==> src/dac_cfg_pkg.sv <==
package dac_cfg_pkg;
	// ***************************************************
	// register addresses (5-bit memory map)
	// ***************************************************
	localparam logic [4:0] ADDR_REF_SEL_VOL = 5'h08;
	localparam logic [4:0] ADDR_PWRDN_VOL = 5'h09;
	localparam logic [4:0] ADDR_GAIN_STATUS = 5'h0a;
	localparam logic [4:0] ADDR_REF_SEL_NV = 5'h18;
	localparam logic [4:0] ADDR_PWRDN_NV = 5'h19;
	// ***************************************************
	// field positions and values after reset
	// ***************************************************
	localparam int GAIN_CH0_BIT = 8;
	localparam int POR_FLAG_BIT = 7;
	localparam int NVM_BUSY_BIT = 6;
	localparam logic [15:0] RST_REF_SEL = 16'h0000;
	localparam logic [15:0] RST_PWRDN = 16'h0000;
	localparam logic [1:0] RST_GAIN = 2'h0;
	// ***************************************************
	// reference select and power-down codes
	// ***************************************************
	localparam logic [1:0] REF_SUPPLY = 2'h0;
	localparam logic [1:0] REF_BANDGAP = 2'h1;
	localparam logic [1:0] REF_PIN_UNBUF = 2'h2;
	localparam logic [1:0] REF_PIN_BUF = 2'h3;
	localparam logic [1:0] PD_NORMAL = 2'h0;
	localparam logic [1:0] PD_1K = 2'h1;
	localparam logic [1:0] PD_100K = 2'h2;
	localparam logic [1:0] PD_OPEN = 2'h3;
endpackage

==> src/dac_cfg_regs.sv <==
// Behaviour
// - ref code: 11 buf pin, 10 pin, 01 bandgap, 00 supply
// - bandgap ref keeps driving pin when powered down
// - pd code: 11 open, 10 100k, 01 1k
// - pd code 00 is normal operation
// - gain bits 8 and 9, 1 means 2x
// - supply reference forces 1x gain
// - bit 7 power-on flag, set by reset
// - power-on flag cleared by reading 0Ah
// - bit 6 busy during nvm load or write
// - only volatile commands accepted while busy
// - volatile-only variant: busy reads zero
// - unused upper bits read as zero
// - two power-down bits per channel
// - volatile and nonvolatile copies of ref, pd
// - load done after reset copies nonvolatile ref, pd into volatile
`timescale 1ns/1ns
module dac_cfg_regs #(
	parameter int NUM_CH = 2,
	parameter bit HAS_NVM = 1'b1
) (
	input wire logic i_clk,
	input wire logic i_rst_n,
	input wire logic i_ce,
	input wire logic i_wr,
	input wire logic i_rd,
	input wire logic [4:0] i_addr,
	input wire logic [15:0] i_wdata,
	input wire logic i_nvm_busy,
	input wire logic i_load_done,
	output logic [15:0] o_rdata,
	output logic o_rd_valid,
	output logic o_accept,
	output logic [2*NUM_CH-1:0] o_ref_sel,
	output logic [2*NUM_CH-1:0] o_pwrdn,
	output logic [NUM_CH-1:0] o_gain_double,
	output logic [NUM_CH-1:0] o_ref_buf_en,
	output logic [NUM_CH-1:0] o_bandgap_en,
	output logic [NUM_CH-1:0] o_ref_pin_drive,
	output logic [NUM_CH-1:0] o_ch_powered_down,
	output logic [NUM_CH-1:0] o_load_1k,
	output logic [NUM_CH-1:0] o_load_100k
);
	localparam int W = 2 * NUM_CH;
	// ***************************************************
	// state
	// ***************************************************
	logic [W-1:0] ref_vol_ff, nxt_ref_vol;
	logic [W-1:0] pd_vol_ff, nxt_pd_vol;
	logic [W-1:0] ref_nv_ff, nxt_ref_nv;
	logic [W-1:0] pd_nv_ff, nxt_pd_nv;
	logic [NUM_CH-1:0] gain_ff, nxt_gain;
	logic por_flag_ff, nxt_por_flag;
	logic loaded_ff, nxt_loaded;
	logic [15:0] rdata_ff, nxt_rdata;
	logic rd_valid_ff, nxt_rd_valid;
	logic busy_s1_ff, busy_s2_ff;
	logic nvm_busy_flag;
	logic is_nv_addr;
	logic wr_take;
	logic rd_take;

	function automatic logic [15:0] zext(input logic [W-1:0] v);
		zext = 16'h0000;
		zext[W-1:0] = v;
	endfunction

	// gain and status word as the host reads it
	function automatic logic [15:0] status_word(
		input logic [NUM_CH-1:0] g,
		input logic por,
		input logic mb
	);
		status_word = 16'h0000;
		status_word[dac_cfg_pkg::GAIN_CH0_BIT +: NUM_CH] = g;
		status_word[dac_cfg_pkg::POR_FLAG_BIT] = por;
		status_word[dac_cfg_pkg::NVM_BUSY_BIT] = mb;
	endfunction

	// ***************************************************
	// reference and power-down code decoding
	// ***************************************************
	function automatic logic ref_buffered(input logic [1:0] code);
		ref_buffered = (code == dac_cfg_pkg::REF_PIN_BUF) ||
			(code == dac_cfg_pkg::REF_BANDGAP);
	endfunction

	function automatic logic ref_is_bandgap(input logic [1:0] code);
		ref_is_bandgap = (code == dac_cfg_pkg::REF_BANDGAP);
	endfunction

	// supply reference cannot take the doubled gain
	function automatic logic gain_applies(input logic [1:0] code);
		gain_applies = (code != dac_cfg_pkg::REF_SUPPLY);
	endfunction

	function automatic logic pd_active(input logic [1:0] code);
		pd_active = (code != dac_cfg_pkg::PD_NORMAL);
	endfunction

	// ***************************************************
	// busy synchroniser
	// ***************************************************
	always_ff @(posedge i_clk or negedge i_rst_n) begin
		if (!i_rst_n) begin
			busy_s1_ff <= 1'b0;
			busy_s2_ff <= 1'b0;
		end else if (i_ce) begin
			busy_s1_ff <= i_nvm_busy;
			busy_s2_ff <= busy_s1_ff;
		end
	end

	// busy during power-up load or external nvm write
	assign nvm_busy_flag = HAS_NVM && (!loaded_ff || busy_s2_ff);
	assign is_nv_addr = i_addr[4];
	assign o_accept = !(nvm_busy_flag && is_nv_addr);
	assign wr_take = i_wr && o_accept;
	assign rd_take = i_rd && o_accept;

	// ***************************************************
	// next state
	// ***************************************************
	always_comb begin
		nxt_ref_vol = ref_vol_ff;
		nxt_pd_vol = pd_vol_ff;
		nxt_ref_nv = ref_nv_ff;
		nxt_pd_nv = pd_nv_ff;
		nxt_gain = gain_ff;
		nxt_por_flag = por_flag_ff;
		nxt_loaded = loaded_ff;
		if (!loaded_ff && i_load_done) begin
			nxt_loaded = 1'b1;
			nxt_ref_vol = ref_nv_ff;
			nxt_pd_vol = pd_nv_ff;
		end
		if (wr_take) begin
			unique case (i_addr)
				dac_cfg_pkg::ADDR_REF_SEL_VOL: nxt_ref_vol = i_wdata[W-1:0];
				dac_cfg_pkg::ADDR_PWRDN_VOL: nxt_pd_vol = i_wdata[W-1:0];
				dac_cfg_pkg::ADDR_GAIN_STATUS: begin
					nxt_gain = i_wdata[dac_cfg_pkg::GAIN_CH0_BIT +: NUM_CH];
					if (!i_wdata[dac_cfg_pkg::POR_FLAG_BIT]) begin
						nxt_por_flag = 1'b0;
					end
				end
				dac_cfg_pkg::ADDR_REF_SEL_NV: begin
					if (HAS_NVM) begin
						nxt_ref_nv = i_wdata[W-1:0];
					end
				end
				dac_cfg_pkg::ADDR_PWRDN_NV: begin
					if (HAS_NVM) begin
						nxt_pd_nv = i_wdata[W-1:0];
					end
				end
				default: begin
				end
			endcase
		end
		if (rd_take && (i_addr == dac_cfg_pkg::ADDR_GAIN_STATUS)) begin
			nxt_por_flag = 1'b0;
		end
	end

	// ***************************************************
	// read path
	// ***************************************************
	always_comb begin
		nxt_rdata = rdata_ff;
		nxt_rd_valid = 1'b0;
		if (rd_take) begin
			nxt_rd_valid = 1'b1;
			unique case (i_addr)
				dac_cfg_pkg::ADDR_REF_SEL_VOL: nxt_rdata = zext(ref_vol_ff);
				dac_cfg_pkg::ADDR_PWRDN_VOL: nxt_rdata = zext(pd_vol_ff);
				dac_cfg_pkg::ADDR_GAIN_STATUS: begin
					nxt_rdata = status_word(gain_ff, por_flag_ff, nvm_busy_flag);
				end
				dac_cfg_pkg::ADDR_REF_SEL_NV: nxt_rdata = HAS_NVM ? zext(ref_nv_ff) : 16'h0000;
				dac_cfg_pkg::ADDR_PWRDN_NV: nxt_rdata = HAS_NVM ? zext(pd_nv_ff) : 16'h0000;
				default: nxt_rdata = 16'h0000;
			endcase
		end
	end

	always_ff @(posedge i_clk or negedge i_rst_n) begin
		if (!i_rst_n) begin
			rdata_ff <= 16'h0000;
			rd_valid_ff <= 1'b0;
		end else if (i_ce) begin
			rdata_ff <= nxt_rdata;
			rd_valid_ff <= nxt_rd_valid;
		end
	end

	always_ff @(posedge i_clk or negedge i_rst_n) begin
		if (!i_rst_n) begin
			ref_vol_ff <= dac_cfg_pkg::RST_REF_SEL[W-1:0];
			pd_vol_ff <= dac_cfg_pkg::RST_PWRDN[W-1:0];
			ref_nv_ff <= dac_cfg_pkg::RST_REF_SEL[W-1:0];
			pd_nv_ff <= dac_cfg_pkg::RST_PWRDN[W-1:0];
			gain_ff <= dac_cfg_pkg::RST_GAIN[NUM_CH-1:0];
			por_flag_ff <= 1'b1;
			loaded_ff <= 1'b0;
		end else if (i_ce) begin
			ref_vol_ff <= nxt_ref_vol;
			pd_vol_ff <= nxt_pd_vol;
			ref_nv_ff <= nxt_ref_nv;
			pd_nv_ff <= nxt_pd_nv;
			gain_ff <= nxt_gain;
			por_flag_ff <= nxt_por_flag;
			loaded_ff <= nxt_loaded;
		end
	end

	// ***************************************************
	// analog controls
	// ***************************************************
	always_comb begin
		for (int c = 0; c < NUM_CH; c++) begin
			o_ref_buf_en[c] = ref_buffered(ref_vol_ff[2*c +: 2]);
			o_bandgap_en[c] = ref_is_bandgap(ref_vol_ff[2*c +: 2]);
			o_ref_pin_drive[c] = ref_is_bandgap(ref_vol_ff[2*c +: 2]);
			o_gain_double[c] = gain_ff[c] && gain_applies(ref_vol_ff[2*c +: 2]);
			o_ch_powered_down[c] = pd_active(pd_vol_ff[2*c +: 2]);
			o_load_1k[c] = (pd_vol_ff[2*c +: 2] == dac_cfg_pkg::PD_1K);
			o_load_100k[c] = (pd_vol_ff[2*c +: 2] == dac_cfg_pkg::PD_100K);
		end
	end

	assign o_ref_sel = ref_vol_ff;
	assign o_pwrdn = pd_vol_ff;
	assign o_rdata = rdata_ff;
	assign o_rd_valid = rd_valid_ff;
endmodule

==> config.mk <==
export PLATFORM = sky130hd
export DESIGN_NAME = dac_cfg_regs
export DESIGN_NICKNAME = d
export VERILOG_FILES = /design/src/dac_cfg_pkg.sv /design/src/dac_cfg_regs.sv
export SDC_FILE = /design/constraint.sdc
export NUM_CORES = 1
export LEC_CHECK = 0
export BUFFER_PORTS_ARGS = -buffer_cell sky130_fd_sc_hd__buf_2
export CORE_MARGIN = 1
export CORE_UTILIZATION = 47
export DETAILED_ROUTE_END_ITERATION = 8
export PLACE_DENSITY = 0.82
export SETUP_SLACK_MARGIN = 0.15
export SYNTH_ARGS = -nofsm -noshare
export SYNTH_HDL_FRONTEND = slang
export SYNTH_SLANG_ARGS = --single-unit
export TNS_END_PERCENT = 10
==> constraint.sdc <==
create_clock -name i_clk -period 2.3 [get_ports i_clk]
set_clock_uncertainty 0.05 [all_clocks]
set_input_delay 0.23 -clock i_clk [delete_from_list [all_inputs] [get_ports i_clk]]
set_output_delay 0.23 -clock i_clk [all_outputs]
set_load 0.01 [all_outputs]
==> impl_metrics.ini <==
[status]
outcome = complete, no violations

[sta]
slew_violations = 0
fin_crit_ps = 1930
period_share = 0.840
fmax_ghz = 0.517
tightest_slew_ps = 668
setup_violations = 0
hold_viol = 0
timing.slew.headroom = 0.555
rsz0062_at_grt = no
timing.setup.tns_ps = 0

[min_path]
hold_path_class = input pin to flip-flop
hp-start = i_wdata[9]

[setup_path]
worstPathCellList = nand2b_4, or4b_4, nor2_1, mux2_2
critPathLaunch = busy_s2_ff$_DFFE_PN0P_
arrival_ps = 2100
cp-end-kind = flip-flop
worstPathMaxFanout = 4
critical-path-top-delay-family = simple AND/OR/NAND/NOR gates
worst-endpoint-required_ps = 2470
crit_path_max_incr_delay_ps = 540
cp_num_buf_inv = 0
startpoint_type = flip-flop
slowest_stage = or4b_4
critPathKind = flip-flop to flip-flop
r2r_start = busy_s2_ff$_DFFE_PN0P_

[placement]
placedCellCount = 234
portBuffers = 50
routabilityCongestion = 0.864
hpwl_mm = 2.69

[final_layout]
drive_gt1_frac = 0.427
areaGrowthSynthToFinish_pct = 21.0
nets = 226
insertedDiodeCount = 0
finalNonFillerCells = 243

[global_routing]
grt_max_degree = 32
grt_pass1_wl_mm = 5.68
grtUsageTotal = 0.215
grt_overflow_total = 0
grt_pass1_vias = 1211
antenna_found_initial = 0

[yosys]
syn_area_mm2 = 0.00162
yosys-top-cells-count = dfrtp_1, nand2_1, nor2_1
netlist-cell-type-count = 30
synth_top_cell_by_area = dfrtp_1
synth_top_area_frac = 0.463
synth-edff-count = 0
synthTopCellsByArea = dfrtp_1, mux2_2, o221a_2, mux2i_1, buf_4
avgSynthCellArea_um2 = 11.0
ys_ff_latch = 31
ys_seq_area_frac = 0.479
yosysWarnings = 0
yosysMostFrequentCell = dfrtp_1
synthArstFlopShare = 1.00
synthCells = 147
yosys_most_used_dff = dfrtp_1

[routing]
post_drt_wl_per_cell_um = 14.2
drtPass1Iterations = 4
finalWirelength_mm = 3.45
drt.antenna.violating_nets = 0
via_count = 1281
initialDrtViolationCount = 35
post_drt_via_cell_ratio = 5.27
drc = 0

[clock_network]
ctsResizeCount = 0
cts_tree = yes
clock_latency_ps = 330
cts_num_sinks = 31
post_cts_buffers = 0
cts_root_buf = clkbuf_4
hold_buffers = 1
cts_buffers = 5
htreeDepth = 2
clock_path_buffers = 2
clkSlewWorstSetupHoldPaths_ps = 100

[run]
maxCapViolCount = 0

[floorplan]
core_mm2 = 0.00315
num_rows = 20
die_area_mm2 = 0.00369
fp.dieH_um = 60.7
initial_core_util = 0.514
ioPinCount = 68
die_w_um = 60.7

[power]
vdd_ir_drop_max_v = 0.000493
p_leak_nw = 0.992
power_mw = 1.49
power_density_mw_per_mm2 = 762
==> report_power, final <==
group	total (mW)	switching [mW]	internal, mW
clock network	0.443	0.187	0.257
logic	0.372	0.181	0.191
registers	0.679	0.0713	0.608
total	1.49	0.439	1.06
==> cell type report <==
cell class | instances | area (µm²)
Clock buffer | 6 | 51.3
Clock inverter | 2 | 35.0
Fill cell | 266 | 1190
Inverter | 1 | 3.75
Multi-Input combinational cell | 107 | 772
Sequential cell | 31 | 777
Tap cell | 44 | 55.1
Timing Repair Buffer | 52 | 268
==> per-stage QoR <==
step / hold WS [ps] / util / area [µm²] / worst slack (ps)
global route: 57.3 / 0.622 / 1960 / 292
global placement: 226 / 0.592 / 1870 / 309
CTS: 68.9 / 0.622 / 1960 / 352
finish: 75.3 / 0.622 / 1960 / 367
floorplan: -116 / - / 1650 / 491
detailed placement: 253 / 0.592 / 1870 / 270
==> final timing paths <==
check                                           end  depth (start not counted)  slack, ps
max                         pd_nv_ff[3]$_DFFE_PN0P_                          4        370
min reg2reg                 por_flag_ff$_DFFE_PN1P_                          1        420
max in group asynchronous  o_ref_sel[3]$_DFFE_PN0P_                          2       1360
min in group asynchronous    o_rdata[6]$_DFFE_PN0P_                          2        410
max reg2reg                 pd_nv_ff[3]$_DFFE_PN0P_                          4        370
min                          gain_ff[1]$_DFFE_PN0P_                          2         80
==> registers in the layout (all words and copies together), names as in the netlist <==
register and count:
o_rdata 8, o_pwrdn 4, o_ref_sel 4, pd_nv_ff 4, ref_nv_ff 4, gain_ff 2
busy_s1_ff 1, busy_s2_ff 1, loaded_ff 1, o_rd_valid 1, por_flag_ff 1
==> cell families after synthesis <==
kind of cell | share of synthesized area
simple gates | 0.167
flops | 0.479
buf+inv | 0.0609
compound gates | 0.158
other cells | 0.00231
mux | 0.133
==> metal layers <==
layer | up-vias | GRT usage | share of wire
met4 | 0 | 0.0974 | 0.026
met3 | 11 | 0.0725 | 0.043
met1 | 609 | 0.247 | 0.43
met5 | - | 0 | 0
met2 | 44 | 0.364 | 0.50
li1 | 617 | - | -
==> cells in the final DEF, fill, tap and decap left out, types with 3 or more instances in the layout <==
| cell | Yosys | routed |
|---|---|---|
| mux2_2 | 12 | 12 |
| a22o_1 | 8 | 8 |
| nand3b_1 | 3 | 3 |
| o22ai_1 | 4 | 4 |
| o21a_1 | 4 | 4 |
| buf_2 | 1 | 50 |
| o221a_2 | 8 | 8 |
| dfrtp_1 | 30 | 30 |
| nor2_1 | 13 | 13 |
| clkbuf_4 | 0 | 5 |
| mux2i_1 | 8 | 8 |
| nand2_1 | 13 | 13 |
| conb_1 | 1 | 8 |
| nor2b_1 | 6 | 6 |
| nand2b_1 | 4 | 4 |
(Power assumes the default switching activity.)
